$ cat src/pkg/acp_pkg.sv
// constants and types for the serial conversion port
package acp_pkg;
	// ==========================================================
	// word layout
	localparam int RESULT_BITS = 8;
	localparam int MUX_BITS    = 2;
	localparam int DUMMY_BITS  = 2;
	localparam int NULL_BITS   = 2;
	localparam int EDGE_BITS   = 4;

	// ==========================================================
	// timing, counted in shift-clock half cycles
	localparam int SAMPLE_HALF_CYCLES = 5;
	localparam int CONV_HALF_CYCLES   = 17;

	// ==========================================================
	// rising-edge numbers after the start bit (start bit is edge 0)
	localparam logic [3:0] EDGE_WINDOW_OPEN  = 4'h2;
	localparam logic [3:0] EDGE_HOLD         = 4'h4;
	localparam logic [3:0] EDGE_FIRST_RESULT = 4'h6;
	localparam logic [3:0] EDGE_LAST_RESULT  = 4'hD;

	// ==========================================================
	// straight-binary code points and reset values
	localparam logic [7:0] CODE_ZERO    = 8'h00;
	localparam logic [7:0] CODE_ONE_LSB = 8'h01;
	localparam logic [7:0] CODE_FULL    = 8'hFF;
	localparam logic [7:0] SAR_FIRST_MASK = 8'h80;
	localparam logic [1:0] MUX_RESET    = 2'h0;
	// idle pin levels {sdi, sclk, cs_n}: deselected, clock low
	localparam logic [2:0] PIN_IDLE     = 3'h1;

	// ==========================================================
	// transfer sequencer
	typedef enum logic [1:0] {
		ACP_WAIT = 2'b00,
		ACP_WORD = 2'b01,
		ACP_XFER = 2'b11,
		ACP_TAIL = 2'b10
	} acp_state_e;
endpackage

$ cat src/design/acp_sync.sv
// two-stage pin synchroniser with edge detection
`timescale 1ns/1ps
`default_nettype none
module acp_sync #(
	parameter int               WIDTH     = 3,
	parameter logic [WIDTH-1:0] RESET_VAL = '0
) (
	input  wire logic             sys_clk,
	input  wire logic             arst_n,
	input  wire logic [WIDTH-1:0] async_in,
	output logic      [WIDTH-1:0] level,
	output logic      [WIDTH-1:0] rise,
	output logic      [WIDTH-1:0] fall
);
	logic [WIDTH-1:0] meta;
	logic [WIDTH-1:0] sync;
	logic [WIDTH-1:0] prev;

	// ==========================================================
	// registers
	always_ff @(posedge sys_clk or negedge arst_n) begin
		if (!arst_n) begin
			meta <= RESET_VAL;
			sync <= RESET_VAL;
			prev <= RESET_VAL;
		end else begin
			meta <= async_in;
			sync <= meta;
			prev <= sync;
		end
	end

	assign level = sync;
	assign rise  = sync & ~prev;
	assign fall  = ~sync & prev;
endmodule
`default_nettype wire

$ cat src/design/acp_sar.sv
// successive-approximation register
`timescale 1ns/1ps
`default_nettype none
module acp_sar #(
	parameter int BITS = acp_pkg::RESULT_BITS
) (
	input  wire logic            sys_clk,
	input  wire logic            arst_n,
	input  wire logic            clear,
	input  wire logic            start,
	input  wire logic            step,
	input  wire logic            comp_hi,
	output logic      [BITS-1:0] trial,
	output logic      [BITS-1:0] code
);
	logic [BITS-1:0] mask;
	logic [BITS-1:0] next_mask;
	logic [BITS-1:0] next_code;

	// ==========================================================
	// next bit decision
	always_comb begin
		next_mask = mask;
		next_code = code;
		if (clear) begin
			next_mask = '0;
			next_code = '0;
		end else if (start) begin
			next_mask = BITS'(acp_pkg::SAR_FIRST_MASK);
			next_code = '0;
		end else if (step) begin
			if (comp_hi) begin
				next_code = code | mask;
			end
			next_mask = mask >> 1;
		end
	end

	always_ff @(posedge sys_clk or negedge arst_n) begin
		if (!arst_n) begin
			mask <= '0;
			code <= '0;
		end else begin
			mask <= next_mask;
			code <= next_code;
		end
	end

	assign trial = code | mask;
endmodule
`default_nettype wire

$ cat src/design/acp_port.sv
// serial conversion port: input word, sampling, conversion, result shift
//
// Functional notes
// - dummy bits accepted at either value
// - dummies give two and half clocks acquisition
// - two null bits precede the result
// - output bit changes only on rising edges
// - result is unipolar straight binary code
// - shared wire driven low on fifth fall
// - powered only while chip select low
// - clock and input ignored while deselected
// - window opens before dummies, closes after
// - window end switches to hold, converts
// - conversion lasts eight and half clocks
// - leading zeros skipped, later input ignored
// - two bits after start select channel
// - result msb first, then zeros forever
// - input bits taken on rising edge
`timescale 1ns/1ps
`default_nettype none
module acp_port (
	input  wire logic       sys_clk,
	input  wire logic       arst_n,
	input  wire logic       cs_n_pin,
	input  wire logic       sclk_pin,
	input  wire logic       sdi_pin,
	input  wire logic       comp_hi,
	output logic            sdo,
	output logic            sdo_oe,
	output logic            power_en,
	output logic            sample_window,
	output logic            hold,
	output logic [1:0]      mux_sel,
	output logic [7:0]      dac_trial,
	output logic [7:0]      result_code,
	output logic            result_valid
);
	logic [2:0]              pin_level;
	logic [2:0]              pin_rise;
	logic [2:0]              pin_fall;
	logic                    cs_hi;
	logic                    sclk_rise;
	logic                    sclk_fall;
	logic                    sdi;
	acp_pkg::acp_state_e     state;
	acp_pkg::acp_state_e     next_state;
	logic [3:0]              rcnt;
	logic [3:0]              next_rcnt;
	logic [3:0]              rnext;
	logic [3:0]              bit_idx;
	logic [1:0]              next_mux_sel;
	logic                    next_sdo;
	logic                    next_sdo_oe;
	logic                    next_window;
	logic                    next_hold;
	logic                    next_valid;
	logic                    next_power;
	logic [7:0]              next_result;
	logic                    sar_start;
	logic                    sar_step;
	logic [7:0]              sar_code;
	logic [3:0]              win_halves;
	logic [3:0]              next_win_halves;
	logic [4:0]              hold_halves;
	logic [4:0]              next_hold_halves;

	// ==========================================================
	// pin synchronisers
	acp_sync #(
		.WIDTH     (3),
		.RESET_VAL (acp_pkg::PIN_IDLE)
	) u_sync (
		.sys_clk  (sys_clk),
		.arst_n   (arst_n),
		.async_in ({sdi_pin, sclk_pin, cs_n_pin}),
		.level    (pin_level),
		.rise     (pin_rise),
		.fall     (pin_fall)
	);

	assign cs_hi     = pin_level[0];
	assign sclk_rise = pin_rise[1];
	assign sclk_fall = pin_fall[1];
	assign sdi       = pin_level[2];

	// ==========================================================
	// converter
	acp_sar #(
		.BITS(acp_pkg::RESULT_BITS)
	) u_sar (
		.sys_clk (sys_clk),
		.arst_n  (arst_n),
		.clear   (cs_hi),
		.start   (sar_start),
		.step    (sar_step),
		.comp_hi (comp_hi),
		.trial   (dac_trial),
		.code    (sar_code)
	);

	// ==========================================================
	// transfer sequencer
	always_comb begin
		next_state   = state;
		next_rcnt    = rcnt;
		next_mux_sel = mux_sel;
		next_sdo     = sdo;
		next_sdo_oe  = sdo_oe;
		next_window  = sample_window;
		next_hold    = hold;
		next_valid   = 1'b0;
		next_result  = result_code;
		next_power   = !cs_hi;
		sar_start    = 1'b0;
		sar_step     = 1'b0;
		rnext        = rcnt + 4'h1;
		bit_idx      = acp_pkg::EDGE_LAST_RESULT - rnext;
		if (cs_hi) begin
			next_state  = acp_pkg::ACP_WAIT;
			next_rcnt   = 4'h0;
			next_sdo    = 1'b0;
			next_sdo_oe = 1'b0;
			next_window = 1'b0;
			next_hold   = 1'b0;
		end else begin
			case (state)
				acp_pkg::ACP_WAIT: begin
					if (sclk_rise && sdi) begin
						next_state = acp_pkg::ACP_WORD;
						next_rcnt  = 4'h0;
					end
				end
				acp_pkg::ACP_WORD: begin
					if (sclk_rise) begin
						next_rcnt = rnext;
						if (rnext <= 4'(acp_pkg::MUX_BITS)) begin
							next_mux_sel = {mux_sel[0], sdi};
						end
						if (rnext == acp_pkg::EDGE_WINDOW_OPEN) begin
							next_window = 1'b1;
						end
						if (rnext == acp_pkg::EDGE_HOLD) begin
							next_state = acp_pkg::ACP_XFER;
						end
					end
				end
				acp_pkg::ACP_XFER: begin
					if (sclk_fall && rcnt == acp_pkg::EDGE_HOLD) begin
						next_window = 1'b0;
						next_hold   = 1'b1;
						sar_start   = 1'b1;
						next_sdo_oe = 1'b1;
						next_sdo    = 1'b0;
					end else if (sclk_fall && rcnt > acp_pkg::EDGE_HOLD
							&& rcnt < acp_pkg::EDGE_LAST_RESULT) begin
						sar_step = 1'b1;
					end
					if (sclk_rise) begin
						next_rcnt = rnext;
						if (rnext < acp_pkg::EDGE_FIRST_RESULT) begin
							next_sdo = 1'b0;
						end else begin
							next_sdo = sar_code[bit_idx[2:0]];
						end
						if (rnext == acp_pkg::EDGE_LAST_RESULT) begin
							next_state  = acp_pkg::ACP_TAIL;
							next_hold   = 1'b0;
							next_valid  = 1'b1;
							next_result = sar_code;
						end
					end
				end
				acp_pkg::ACP_TAIL: begin
					if (sclk_rise) begin
						next_sdo = 1'b0;
					end
				end
				default: begin
					next_state = acp_pkg::ACP_WAIT;
				end
			endcase
		end
	end

	always_ff @(posedge sys_clk or negedge arst_n) begin
		if (!arst_n) begin
			state         <= acp_pkg::ACP_WAIT;
			rcnt          <= 4'h0;
			mux_sel       <= acp_pkg::MUX_RESET;
			sdo           <= 1'b0;
			sdo_oe        <= 1'b0;
			sample_window <= 1'b0;
			hold          <= 1'b0;
			result_valid  <= 1'b0;
			result_code   <= acp_pkg::CODE_ZERO;
			power_en      <= 1'b0;
		end else begin
			state         <= next_state;
			rcnt          <= next_rcnt;
			mux_sel       <= next_mux_sel;
			sdo           <= next_sdo;
			sdo_oe        <= next_sdo_oe;
			sample_window <= next_window;
			hold          <= next_hold;
			result_valid  <= next_valid;
			result_code   <= next_result;
			power_en      <= next_power;
		end
	end

	// ==========================================================
	// shift-clock half cycles spent sampling and converting
	always_comb begin
		next_win_halves  = '0;
		next_hold_halves = '0;
		if (sample_window) begin
			next_win_halves = win_halves + {3'h0, sclk_rise | sclk_fall};
		end
		if (hold) begin
			next_hold_halves = hold_halves + {4'h0, sclk_rise | sclk_fall};
		end
	end

	always_ff @(posedge sys_clk or negedge arst_n) begin
		if (!arst_n) begin
			win_halves  <= '0;
			hold_halves <= '0;
		end else begin
			win_halves  <= next_win_halves;
			hold_halves <= next_hold_halves;
		end
	end

	// ==========================================================
	// checks
	AST_FLOAT_WHEN_DESELECTED: assert property (
		@(posedge sys_clk) disable iff (!arst_n)
		cs_hi |=> (!sdo_oe && state == acp_pkg::ACP_WAIT))
		else $error("output driven or sequencer armed while deselected");

	AST_SDO_ON_RISE: assert property (
		@(posedge sys_clk) disable iff (!arst_n)
		$changed(sdo) |-> ($past(sclk_rise) || $past(cs_hi)))
		else $error("serial output changed without a rising edge");

	AST_DRIVE_ON_FALL: assert property (
		@(posedge sys_clk) disable iff (!arst_n)
		$rose(sdo_oe) |-> ($past(sclk_fall) && !sdo && hold
			&& rcnt == acp_pkg::EDGE_HOLD))
		else $error("shared wire taken at the wrong edge or not low");

	AST_NULL_BIT: assert property (
		@(posedge sys_clk) disable iff (!arst_n)
		(state == acp_pkg::ACP_XFER && sclk_rise && !cs_hi
			&& rcnt == acp_pkg::EDGE_HOLD) |=> !sdo)
		else $error("second null bit not zero");

	AST_WINDOW_TO_HOLD: assert property (
		@(posedge sys_clk) disable iff (!arst_n)
		($fell(sample_window) && !$past(cs_hi)) |-> (hold && $past(sclk_fall)))
		else $error("window closed without entering hold");

	AST_POWER_FOLLOWS_CS: assert property (
		@(posedge sys_clk) disable iff (!arst_n)
		cs_hi |=> !power_en)
		else $error("powered while deselected");

	AST_TAIL_ZEROS: assert property (
		@(posedge sys_clk) disable iff (!arst_n)
		(state == acp_pkg::ACP_TAIL && sclk_rise && !cs_hi) |=> !sdo)
		else $error("nonzero bit after the result");

	AST_MUX_CAPTURE: assert property (
		@(posedge sys_clk) disable iff (!arst_n)
		(state == acp_pkg::ACP_WORD && sclk_rise && !cs_hi && rcnt == 4'h1)
			|=> (mux_sel[0] == $past(sdi)))
		else $error("channel bit not captured");

	AST_VALID_WITH_RESULT: assert property (
		@(posedge sys_clk) disable iff (!arst_n)
		result_valid |-> ($past(rcnt) == 4'hC && state == acp_pkg::ACP_TAIL
			&& !hold && sdo == result_code[0]))
		else $error("conversion ended at the wrong edge");

	AST_WINDOW_OPENS: assert property (
		@(posedge sys_clk) disable iff (!arst_n)
		$rose(sample_window) |-> ($past(sclk_rise) && state == acp_pkg::ACP_WORD
			&& rcnt == acp_pkg::EDGE_WINDOW_OPEN))
		else $error("sampling window opened at the wrong edge");

	AST_WINDOW_LENGTH: assert property (
		@(posedge sys_clk) disable iff (!arst_n)
		($fell(sample_window) && !$past(cs_hi))
			|-> (win_halves == 4'(acp_pkg::SAMPLE_HALF_CYCLES)))
		else $error("sampling window not two and a half clocks long");

	AST_CONVERSION_LENGTH: assert property (
		@(posedge sys_clk) disable iff (!arst_n)
		($fell(hold) && !$past(cs_hi))
			|-> (hold_halves == 5'(acp_pkg::CONV_HALF_CYCLES)))
		else $error("conversion not eight and a half clocks long");

	AST_SKIP_ZEROS: assert property (
		@(posedge sys_clk) disable iff (!arst_n)
		(state == acp_pkg::ACP_WAIT && !cs_hi && !(sclk_rise && sdi))
			|=> (state == acp_pkg::ACP_WAIT))
		else $error("start taken without a one on a rising edge");

	AST_START_BIT: assert property (
		@(posedge sys_clk) disable iff (!arst_n)
		(state == acp_pkg::ACP_WAIT && !cs_hi && sclk_rise && sdi)
			|=> (state == acp_pkg::ACP_WORD && rcnt == 4'h0))
		else $error("start bit not taken");

	AST_IGNORE_DESELECTED: assert property (
		@(posedge sys_clk) disable iff (!arst_n)
		cs_hi |=> ($stable(mux_sel) && !sample_window && !hold && !result_valid))
		else $error("deselected port reacted to its inputs");
endmodule
`default_nettype wire

$ cat config.mk
export PLATFORM = sky130hd
export DESIGN_NAME = acp_port
export DESIGN_NICKNAME = d
export VERILOG_FILES = /design/src/pkg/acp_pkg.sv /design/src/design/acp_sync.sv /design/src/design/acp_sar.sv /design/src/design/acp_port.sv
export SDC_FILE = /design/constraint.sdc
export NUM_CORES = 1
export LEC_CHECK = 0
export ABC_AREA = 1
export BUFFER_PORTS_ARGS = -buffer_cell sky130_fd_sc_hd__buf_2
export CORE_UTILIZATION = 24
export CTS_CLUSTER_SIZE = 40
export DETAILED_ROUTE_END_ITERATION = 16
export GPL_TIMING_DRIVEN = 0
export PLACE_DENSITY = 0.42
export SLEW_MARGIN = 20
export SYNTH_ARGS = -nofsm -noshare
export SYNTH_HDL_FRONTEND = slang
export SYNTH_HIERARCHICAL = 1
export SYNTH_SLANG_ARGS = --single-unit
export TNS_END_PERCENT = 50
$ cat constraint.sdc
create_clock -name sys_clk -period 1.9 [get_ports sys_clk]
set_clock_uncertainty 0.05 [all_clocks]
set_input_delay 0.38 -clock sys_clk [delete_from_list [all_inputs] [get_ports sys_clk]]
set_output_delay 0.38 -clock sys_clk [all_outputs]
set_load 0.02 [all_outputs]
### Yosys cells after proc, flatten, opt, wreduce, memory -nomap -nowiden

Cells that the tools add are included.

* register bits: 46
* output and inout port bits: 24

* add/subtract/negate cells: 2
* magnitude comparators: 5
* equal/unequal tests: 17
* mux-type cells: 49
* bitwise operators: 6
* reduce and logical (&&, ||, !) cells: 23

Operators by type and width (count)
* $mux 8: 7
* $mux 1: 28
* $ne 3x2->1 const B: 8
* $reduce_bool 3->1: 5
* $mux 2: 6
* $mux 4: 3
* $reduce_and 4->1: 3
* $eq 4x3->1 const B: 2
* $or 8x8->8: 1
* $pmux 4 s2: 1
* $pmux 2 s3: 1
* $reduce_and 3->1: 2
* $reduce_and 6->1: 1
* $add 4x1->4 const B: 1
* $and 2x2->2: 2
* $eq 2x2->1 const B: 2
* $eq 4x2->1 const B: 1
* $eq 4x4->1 const B: 1
* $gt 4x3->1 const B: 1
* $le 4x2->1 const B: 1
* $logic_and 1x1->1: 4
* $lt 3x4->1 const B: 1
* $lt 4x3->1 const B: 1
* $lt 4x4->1 const B: 1
* 14 further kinds: 18

### Depth between registers and ports, before layout

Gate-level depths: netlist of run 1.

* depth in word-level cells: 11
* mapped depth: 12

### Hierarchy

The synthesis of run 1 kept the hierarchy.

By module, submodules not included
* acp_port: times used 1, cells an instance 163, area each 1249.9 µm², seq. area each 550.5 µm²
* acp_sar: times used 1, cells an instance 101, area each 772.0 µm², seq. area each 400.4 µm²
* acp_sync: times used 1, cells an instance 21, area each 274.0 µm², seq. area each 229.0 µm²

### Worst setup path after synthesis of run 1

Ideal clock, no wire load.

* path type: reg-to-reg
* start: reg rcnt[0]
* end: reg u_sar.mask[4]
* setup time: 0.118 ns
* arrival: 1.648 ns
* data required time: 1.732 ns
* slack: 0.085 ns
* cell stages (with the launch flop): 10
* buffers on the path: 2
* cell sequence: dfrtp_1 buf_2 inv_1 ha_1 nand3_1 nor3_1 nor2_4 buf_6 nand2_1 nor2_2

RTL lines
* start: declaration: RTL line acp_port.sv:47 `logic [3:0] rcnt;`
* start signal: assignment: RTL line acp_port.sv:199 `rcnt <= next_rcnt;`
* $eq 4x3->1 (*): RTL line acp_port.sv:148 `if (sclk_fall && rcnt == acp_pkg::EDGE_HOLD) begin`
* $logic_and 1x1->1 (*): RTL line acp_port.sv:148
* $mux 1 (*): RTL line acp_port.sv:148
* $mux 1 (*): RTL line acp_port.sv:126 `case (state)`
* $mux 1 (*): RTL line acp_port.sv:118 `if (cs_hi) begin`
* via sar_start: RTL line acp_port.sv:59 `logic sar_start;`
* $mux 8: RTL line acp_sar.sv:28 `end else if (start) begin`
* $mux 8: RTL line acp_sar.sv:25 `if (clear) begin`
* end signal: assignment: RTL line acp_sar.sv:44 `mask <= next_mask;`
* end: declaration: RTL line acp_sar.sv:16 `logic [BITS-1:0] mask;`

The timed path passes the listed nets; every way through them passes the cells marked *.
A chain may end at the register's enable or synchronous reset.

### Final worst setup path of run 1

* start: reg rcnt[0]
* end: reg u_sar.mask[5]

* word-level cells in the longest chain between the ends: 8

Ends and longest elaborated chain
* $gt 4x3->1: RTL line acp_port.sv:154 `end else if (sclk_fall && rcnt > acp_pkg::EDGE_HOLD`
* $logic_and 1x1->1: RTL line acp_port.sv:154
* $logic_and 1x1->1: RTL line acp_port.sv:155 `&& rcnt < acp_pkg::EDGE_LAST_RESULT) begin`
* $mux 1: RTL line acp_port.sv:154
* $mux 1 (*): RTL line acp_port.sv:148
* $mux 1 (*): RTL line acp_port.sv:126
* $mux 1 (*): RTL line acp_port.sv:118
* via sar_step: RTL line acp_port.sv:60 `logic sar_step;`
* $reduce_bool 3->1 (no line) (*)

Marks and branches as above.

==> summary.md, run 1 <==
| Metric | Value |
|---|---|
| Status | complete, but fails checks |
| Failing checks | design-rule violations |
| Max-slew headroom | 61.14% |
| Root buffer cell | clkbuf_8 |
| Min Tclk post-route | 1786 ps |
| Fin. Hold Viols | 0 |
| Crit path capture type | flip-flop |
| Slew @ Worst Pin | about 580 ps |
| Vias | ~1800 |
| Final wirelength | 5081 um |
| Post-DR vias/cell | roughly 4.2 |
| Share of layout cells above drive strength 1 | 22.36% |
| CTS tree | done |
| H-tree depth | 2 |
| Io pins | 30 |
| Clock Tree Buf Depth | 2 |
| Core area | 8848 um^2 |
| Die area | 9616 um^2 |
| Max Clk Rate | 560.0 MHz |
| Diodes inserted | 0 |
| Critical path type | flip-flop to flip-flop |
| Clk pin slew, worst setup/hold paths | 80 ps |
| Peak VDD IR | 214.9 uV |
| Dpl hpwl | 3760 um |
| Number of remaining DRC errors | 2 |
| GPL Wtd Cong | 0.7710 |
| Cell Area, Synth | 2215 um^2 |
| Port Buffers | 28 |
| Fillers | 985 |
| Die Y | 98.06 um |
| Area Growth Syn to Fin | 18.93% |
| Syn Inst Count | 275 |
| Syn avg cell area | slightly above 8 um^2 |
| DRT antenna net count | 0 |
| Max-cap violations | 0 |
| Vias in the first global route | 1797 |
| Cell Pwr Density | 774.5 nW/um^2 |
| Grt ovf | 0 |
| HP Class | input port to async pin |
| Per-cell routed wire length | 12.07 um |
| Gr usage total | between 10% and 20% |
| Rows | 34 |
| Power after layout | 0.002040 W |
| Final worst path period share | 93.99% |
| Num CTS Buffers | 5 |
| Nets | 321 |
| DIE WIDTH | 98.06 um |
| Clk_lat worst skew | between 200 and 300 ps |
| Max FO, Critical Path | 10 |
| Arr. time, crit path | 1920 ps |
| Crit path launch type | flip-flop |
| Finished Core Util | 29.77% |
| Initial Utilization | 25.03% |
| RSZ-0062 raised after global routing | no |
| Yosys Warn Count | 6 |
| Antenna violations before repair | 0 |
| CTS sink count | 45 |
| Largest net degree at the start of global routing | 46 |
| LEAKAGE | 1.449 nW |
| WP data required | 2040 ps |
| Pins over their slew limit | 0 |
| First-pass GRT wire length | 8756 um |
| Mapped Nets | 284 |
| Initial DRC count | 60 |
| Setup violators final | 0 |
| Hold_ws | 34.51 ps |
| Drt pass-1 iters | 10 |
through the flow:
stage / setup WS [ps] / setup TNS, ps / area, um^2 / std cells
floorplan: 84.58 / 0 / 2215 / 275
global placement: -264.3 / -3357 / 2490 / 411
detailed placement: -278.2 / -3505 / 2490 / 411
CTS: 10.27 / 0 / 2615 / 421
global route: 12.67 / 0 / 2634 / 421
finish: 114.2 / 0 / 2634 / 421
report_power, final:
part           internal [W]  switching, W  leakage [nW]
Sequential          0.00101     0.0000634         0.600
Clock              0.000261      0.000319        0.0385
Combinational      0.000133      0.000255         0.810
Total               0.00140      0.000637          1.45
worst max-delay path: stages, from the launching register on:
cell	delay (ps)
dfrtp_1	390
buf_4	180
inv_4	100
ha_4	160
nor3_1	60
nor3_2	200
buf_6	160
inv_6	40
buf_6	130
nor2_1	130
nor2_1	70
cell usage in the layout (no fill, tap or decap), drive strengths merged, types with 4 or more instances in the layout:
cell and n:
clkbuf 7, dfrtp 43, nand3 23, nor2 36
o21ai 6, nor3 4, nand4 5, nand2 91
a21oi 12, inv 41, buf 35
repair_timing:
| item | in CTS | in global routing |
|---|---|---|
| hold buffers | 0 | 0 |
| resized for setup | 7 | 4 |
| pin swaps | 0 | 1 |
| setup buffers | 2 | 0 |
| setup endpoints to repair | 18 | 14 |
state kept, by name, summed over array words and instances, names as in the netlist, 2 cells and up:
signal and count:
result_code 8, u_sar/code 8, u_sar/mask 8, rcnt 4
u_sync/level 3, u_sync/meta 3, mux_sel 2, state 2
layout make-up:
cell class	count	area (um^2)	area share [%]
sequential	45	1130	42.90
inverter	41	163.9	6.223
clock buffer	7	76.32	2.898
tap	108	135.1	5.131
timing repair buffer	30	157.7	5.986
multi-input combinational	184	917.1	34.82
buffer	5	46.29	1.758
clock inverter	1	7.507	0.2850
path summary, 6_finish.rpt:
kind	start	to	slack, ps	depth (start not counted)
worst max-delay path	rcnt[0]	u_sar/mask[5]	110	10
worst min-delay path	arst_n	u_sync/meta[2]	30	1
worst max register to register	rcnt[0]	u_sar/mask[5]	110	10
worst min register to register	u_sync/meta[1]	u_sync/level[1]	300	0
max in group asynchronous	arst_n	state[0]	1350	1
min in group sys_clk	cs_n_pin	u_sync/meta[0]	130	1
layer usage:
metal / share of wire [%] / vias to the layer above / wire length, um / global-route usage, %
li1: - / 929 / - / -
met1: 47 / 828 / 2410 / 14.29
met2: 48 / 20 / 2450 / 19.83
met3: 3.1 / 4 / 156 / 2.362
met4: 1.2 / 0 / 63 / 4.196
met5: 0 / - / 0 / 0
Note: power is estimated with default switching activity, not from simulation.
==> run 2: changes to the inputs <==
--- a/config.mk
+++ b/config.mk
@@ -7,11 +7,11 @@
 export LEC_CHECK = 0
 export ABC_AREA = 1
 export BUFFER_PORTS_ARGS = -buffer_cell sky130_fd_sc_hd__buf_2
-export CORE_UTILIZATION = 24
+export CORE_UTILIZATION = 50
 export CTS_CLUSTER_SIZE = 40
 export DETAILED_ROUTE_END_ITERATION = 16
 export GPL_TIMING_DRIVEN = 0
-export PLACE_DENSITY = 0.42
+export PLACE_DENSITY = 0.74
 export SLEW_MARGIN = 20
 export SYNTH_ARGS = -nofsm -noshare
 export SYNTH_HDL_FRONTEND = slang
==> summary.md, run 2 (synthesis results as in run 1) <==
| Metric | Value |
|---|---|
| Status | finished clean |
| DIE WIDTH | 68.55 um (-30%) |
| R2R cell count | 10 (unchanged) |
| Placed Area | 2417 um^2 (-2.9%) |
| Most frequent cells in the layout | nand2_1, dfrtp_1, inv_1 |
| WP depth | 10 (unchanged) |
| Max FO, Critical Path | 10 (unchanged) |
| Io pins | 30 (unchanged) |
| DRT antenna net count | 0 (unchanged) |
| Post-cts hold buffer count | 0 (unchanged) |
| Delay of the slowest cell on the worst path | 420 ps (+30 ps) |
| Commonest non-fill, non-tap cell in the layout | nand2_1 |
| Fin. Hold Viols | 0 (unchanged) |
| Reg power frac | 48.8% (-3.8 points) |
| Dpl hpwl | 3002 um (-20%) |
| CTS tree | done |
| WP buf/inv | 5 (unchanged) |
| Port Buffers | 28 (unchanged) |
| CP Cell Sequence | inv_2 -> nand2_2 -> inv_2 -> nand3_1 -> nor3_2 -> buf_6 -> inv_6 -> buf_6 -> nor2_1 -> nor2_1 |
| Cell Pwr Density | 851.5 nW/um^2 (+9.9%) |
| RSZ-0062 raised after global routing | no |
| HP Class | input port to async pin |
| Share of layout cells above drive strength 1 | 21.86% (-0.50 points) |
| Final wirelength | 4215 um (-17%) |
| Min Tclk post-route | 1779 ps (-7.241 ps) |
| Drt pass-1 iters | 4 (-6) |
| Root buffer cell | clkbuf_8 |
| Int Pwr | 0.001571 W (+12%) |
| Die area | 4699 um^2 (-51%) |
| Area occupied by multi-input gates | 912.1 um^2 (-0.55%) |
| R2r endpoint | u_sar/mask[5] |
| Worst path slowest cell | dfstp_2 |
| Grt ovf | 0 (unchanged) |
| Largest net degree at the start of global routing | 46 (unchanged) |
| Vias | 1763 (-1.0%) |
| Slew @ Worst Pin | 563.6 ps (-19.29 ps) |
| Max-slew headroom | 62.42% (+1.3 points) |
| Setup WS post-layout | 121.5 ps (+7.241 ps) |
| Rows | 23 (-32%) |
| LEAKAGE | 1.457 nW (+0.60%) |
| Vias in the first global route | 1520 (-15%) |
| H-tree depth | 2 (unchanged) |
| Post-CTS Setup Repair Bufs | 0 (-2) |
| Clock Tree Buf Depth | 2 (unchanged) |
| Antenna violations before repair | 0 (unchanged) |
| Reg-to-reg startpoint | u_sync/level[0] |
| Post-DR vias/cell | 4.884 (+15%) |
| CP delay by family, top | simple AND/OR/NAND/NOR gates |
| Diodes inserted | 0 (unchanged) |
| Final worst path period share | 93.61% (-0.38 points) |
| Clk pin slew, worst setup/hold paths | 80 ps (about the same) |
| Setup WS pre-CTS | -202.1 ps (+76.14 ps) |
| CTS sink count | 45 (unchanged) |
| Arr. time, crit path | 1920 ps (about the same) |
| Nets | 319 (-0.62%) |
| Setup violators final | 0 (unchanged) |
| GPL Wtd Cong | 0.8616 (+12%) |
| Dpl cells | 353 (-14%) |
| Crit path launch type | flip-flop |
| Num CTS Buffers | 5 (unchanged) |
| Clk_lat worst skew | 300 ps (about the same) |
| Max Clk Rate | 562.3 MHz (+0.41%) |
| Fillers | 378 (-62%) |
| Final instance area | 2571 um^2 (-2.4%) |
| Peak VDD IR | 473.7 uV (+120%) |
| Number of remaining DRC errors | 0 (-2) |
| Initial Utilization | 53.82% (+29 points) |
| Per-cell routed wire length | 11.68 um (-3.3%) |
| First-pass GRT wire length | 6913 um (-21%) |
| WP data required | 2040 ps (about the same) |
| Initial DRC count | 107 (+78%) |
| Gate power share | 17.3% (-1.7 points) |
| Reg2reg setup slack | 120 ps (about the same) |
| Max-cap violations | 0 (unchanged) |
| Switching Fraction | 28.27% (-2.9 points) |
| Reg area | 1130 um^2 (unchanged) |
| Core area | 4115 um^2 (-53%) |
| Switching power | 0.0006189 W (-2.8%) |
| Area Growth Syn to Fin | 16.10% |
| Clock power share | 33.8% (+5.4 points) |
| Final Non-Filler Cells | 361 (-14%) |
| Finished Core Util | 62.48% (+33 points) |
| Setup total negative slack | 0 ps (unchanged) |
| Pins over their slew limit | 0 (unchanged) |
| Critical path type | flip-flop to flip-flop |
| Crit path capture type | flip-flop |
| Die Y | 68.55 um (-30%) |
| Largest registers | result_code (8), u_sar/code (8), u_sar/mask (8) |
| Gr usage total | 20.26% (+8.7 points) |
run 2: final cells by class:
cell class	count	share of cell area, %
Sequential cell	45	43.94
Multi-Input combinational cell	184	35.47
Inverter	41	6.277
Timing Repair Buffer	28	5.547
Clock buffer	7	3.358
Tap cell	50	2.433
Buffer	5	1.800
Clock inverter	1	1.168
run 2: repair_timing:
action	CTS	global route
setup endpoints to repair	16	13
gates resized for setup	6	3
pin swaps	0	1
run 2: power groups by stage:
stage | sequential (W) | combinational (W) | clock (W)
after detailed placement | 0.00109 | 0.000347 | 0
after global routing | 0.00108 | 0.000426 | 0.000796
after CTS | 0.00107 | 0.000364 | 0.000761
after global placement | 0.00108 | 0.000341 | 0
final | 0.00107 | 0.000380 | 0.000741
after floorplan | 0.00110 | 0.000229 | 0
run 2: worst max path at each step:
stage	to	slack [ps]	startpoint
2_1_floorplan	u_sar/mask[4]	80	rcnt[0]
4_1_cts	u_sar/mask[5]	50	rcnt[0]
3_3_place_gp	u_sar/mask[4]	-170	rcnt[0]
6_report	u_sar/mask[5]	120	u_sync/level[0]
3_5_place_dp	u_sar/code[4]	-200	rcnt[0]
5_1_grt	u_sar/mask[7]	10	rcnt[0]
run 2: layer usage:
metal / up-vias / GRT usage, % / wire length (um)
li1: 928 / - / -
met1: 799 / 27.87 / 2131
met2: 29 / 30.39 / 1877
met3: 7 / 4.934 / 136
met4: 0 / 8.594 / 70
met5: - / 0 / 0
run 2: stage by stage:
step	total power [W]	hold slack, ps
after floorplan	0.001331	34.41
after global placement	0.001425	282.5
after detailed placement	0.001432	285.8
after CTS	0.002191	116.0
after global routing	0.002300	58.27
final	0.002189	15.84
==> run 3: changes to the inputs <==
--- a/config.mk
+++ b/config.mk
@@ -5,13 +5,13 @@
 export SDC_FILE = /design/constraint.sdc
 export NUM_CORES = 1
 export LEC_CHECK = 0
-export ABC_AREA = 1
 export BUFFER_PORTS_ARGS = -buffer_cell sky130_fd_sc_hd__buf_2
 export CORE_UTILIZATION = 50
 export CTS_CLUSTER_SIZE = 40
 export DETAILED_ROUTE_END_ITERATION = 16
 export GPL_TIMING_DRIVEN = 0
-export PLACE_DENSITY = 0.74
+export PLACE_DENSITY = 0.75
+export SKIP_CTS_REPAIR_TIMING = 1
 export SLEW_MARGIN = 20
 export SYNTH_ARGS = -nofsm -noshare
 export SYNTH_HDL_FRONTEND = slang
==> summary.md, run 3 <==
| Metric | Value |
|---|---|
| Status | complete, but fails checks |
| Failing checks | negative setup slack |
| Number of remaining DRC errors | 0 (unchanged) |
| Final worst path period share | 115.8% (+22 points) |
| Setup WS post-layout | -300.5 ps (-422.0 ps) |
| CTS tree | done |
| Arr. time, crit path | 2340 ps (+420 ps) |
| Clk pin slew, worst setup/hold paths | 80 ps (about the same) |
| Grt ovf | 0 (unchanged) |
| Clk_lat worst skew | 300 ps (about the same) |
| Reg power frac | 54.9% (+6.1 points) |
| H-tree depth | 2 (unchanged) |
| Num CTS Buffers | 5 (unchanged) |
| Commonest non-fill, non-tap cell in the layout | dfrtp_1 |
| DRT antenna net count | 0 (unchanged) |
| Initial Utilization | 51.80% (-2.0 points) |
| Diodes inserted | 0 (unchanged) |
| R2R cell count | 8 (-2) |
| Syn avg cell area | 11.51 um^2 (+43%) |
| CP endpoint | mux_sel[0] |
| Setup violators final | 10 (+10) |
| Clock power share | 39.4% (+5.6 points) |
| Cell Area, Synth | 2072 um^2 (-6.4%) |
| Int Pwr | 0.001414 W (-10%) |
| Max-cap violations | 0 (unchanged) |
| Gate power share | 5.8% (-12 points) |
| DIE WIDTH | 66.38 um (-3.2%) |
| HP Class | input port to async pin |
| Placed Area | 2290 um^2 (-5.3%) |
| Reg area | 1129 um^2 (-0.11%) |
| Min Tclk post-route | 2200 ps (+422.0 ps) |
| Yosys Warn Count | 6 (unchanged) |
| GPL Wtd Cong | 0.8933 (+3.7%) |
| Post-DR vias/cell | 5.434 (+11%) |
| Antenna violations before repair | 0 (unchanged) |
| Die Y | 66.38 um (-3.2%) |
| CTS sink count | 45 (unchanged) |
| Setup WS pre-CTS | -290.8 ps (-88.67 ps) |
| Setup total negative slack | -1777 ps (-1777 ps) |
| Die area | 4406 um^2 (-6.2%) |
| Gr usage total | 20.49% (+0.23 points) |
| Per-cell routed wire length | 15.18 um (+30%) |
| R2r endpoint | mux_sel[0] |
| Dpl hpwl | 2757 um (-8.2%) |
| Switching power | 0.0003915 W (-37%) |
| Crit path launch type | flip-flop |
| Fillers | 326 (-14%) |
| First-pass GRT wire length | 6644 um (-3.9%) |
| Reg2reg setup slack | -300 ps (-420 ps) |
| Largest registers | result_code (8), u_sar/code (8), u_sar/mask (8) |
| Pins over their slew limit | 0 (unchanged) |
| Io pins | 30 (unchanged) |
| Drt pass-1 iters | 5 (+1) |
| Switching Fraction | 21.68% (-6.6 points) |
| Critical path type | flip-flop to flip-flop |
| Mapped Nets | 189 (-33%) |
| Cell Pwr Density | 707.0 nW/um^2 (-17%) |
| Max Clk Rate | 454.4 MHz (-19%) |
| Nets | 237 (-26%) |
| Setup crit start | rcnt[1] |
| Final wirelength | 4236 um (+0.50%) |
| RSZ-0062 raised after global routing | yes |
| Fin. Hold Viols | 0 (unchanged) |
| Rows | 23 (unchanged) |
| Peak VDD IR | 453.0 uV (-4.4%) |
| Initial DRC count | 95 (-11%) |
| Reg-to-reg startpoint | rcnt[1] |
| Area Growth Syn to Fin | 23.25% |
| Vias in the first global route | 1370 (-9.9%) |
| Syn Inst Count | 180 (-35%) |
| Core area | 4000 um^2 (-2.8%) |
| Vias | 1516 (-14%) |
| Crit path capture type | flip-flop |
| Clock Tree Buf Depth | 2 (unchanged) |
| Port Buffers | 28 (unchanged) |
| Slew @ Worst Pin | 566.7 ps (+3.059 ps) |
| Max FO, Critical Path | 4 (-6) |
| WP data required | 2040 ps (about the same) |
| LEAKAGE | 1.248 nW (-14%) |
| Root buffer cell | clkbuf_8 |
| Largest net degree at the start of global routing | 46 (unchanged) |
| Area occupied by multi-input gates | 869.6 um^2 (-4.7%) |
| Final instance area | 2554 um^2 (-0.68%) |
| Most frequent cells in the layout | dfrtp_1, buf_2, nor2_1 |
| Share of layout cells above drive strength 1 | 41.48% (+20 points) |
| Max-slew headroom | 61.82% (-0.60 points) |
## run 3: metrics by stage
step | std cells | util [%] | hold WS (ps) | power (W)
after floorplan | 180 | - | 34.41 | 0.001065
after global placement | 258 | 57.24 | 281.5 | 0.001106
after detailed placement | 258 | 57.24 | 284.7 | 0.001108
after CTS | 266 | 60.02 | 113.3 | 0.001821
after global routing | 279 | 63.84 | 64.24 | 0.001884
final | 279 | 63.84 | 15.10 | 0.001805
## run 3: how the worst min path moves through the flow
stage,endpoint,startpoint,depth (start not counted)
after CTS,u_sync/meta[0],cs_n_pin,1
final,rcnt[2],arst_n,1
after floorplan,hold,arst_n,0
after detailed placement,u_sync/level[1],u_sync/meta[1],0
after global placement,u_sync/level[1],u_sync/meta[1],0
after global routing,result_code[2],arst_n,1
## run 3: power groups by stage
stage	logic, W	registers (W)	clock network, W
global placement	0.0000982	0.00101	0
finish	0.000104	0.000990	0.000711
detailed placement	0.0000994	0.00101	0
floorplan	0.0000479	0.00102	0
CTS	0.0000994	0.000990	0.000732
global route	0.000117	0.000993	0.000773
## run 3: worst max-delay path, stage by stage, from the launching register on
cell and delay, ps:
dfrtp_1 380, ha_2 200, and2b_2 250, nor2_2 110
ha_2 170, nand2_2 60, o31a_1 110, or4_4 450
mux2_4 310
## run 3: metal layers
layer | share of wire [%] | global-route usage, % | vias to the layer above
met5 | 0 | 0 | -
met2 | 50 | 32.02 | 29
met1 | 45 | 27.58 | 760
li1 | - | - | 721
met4 | 1.7 | 8.777 | 0
met3 | 3.3 | 4.138 | 6
## run 3: final cells by class
type	instances	share of cell area [%]
Clock inverter	2	1.519
Buffer	10	3.381
Sequential cell	45	44.19
Tap cell	50	2.450
Multi-Input combinational cell	115	34.05
Inverter	10	1.470
Timing Repair Buffer	41	10.09
Clock buffer	6	2.842
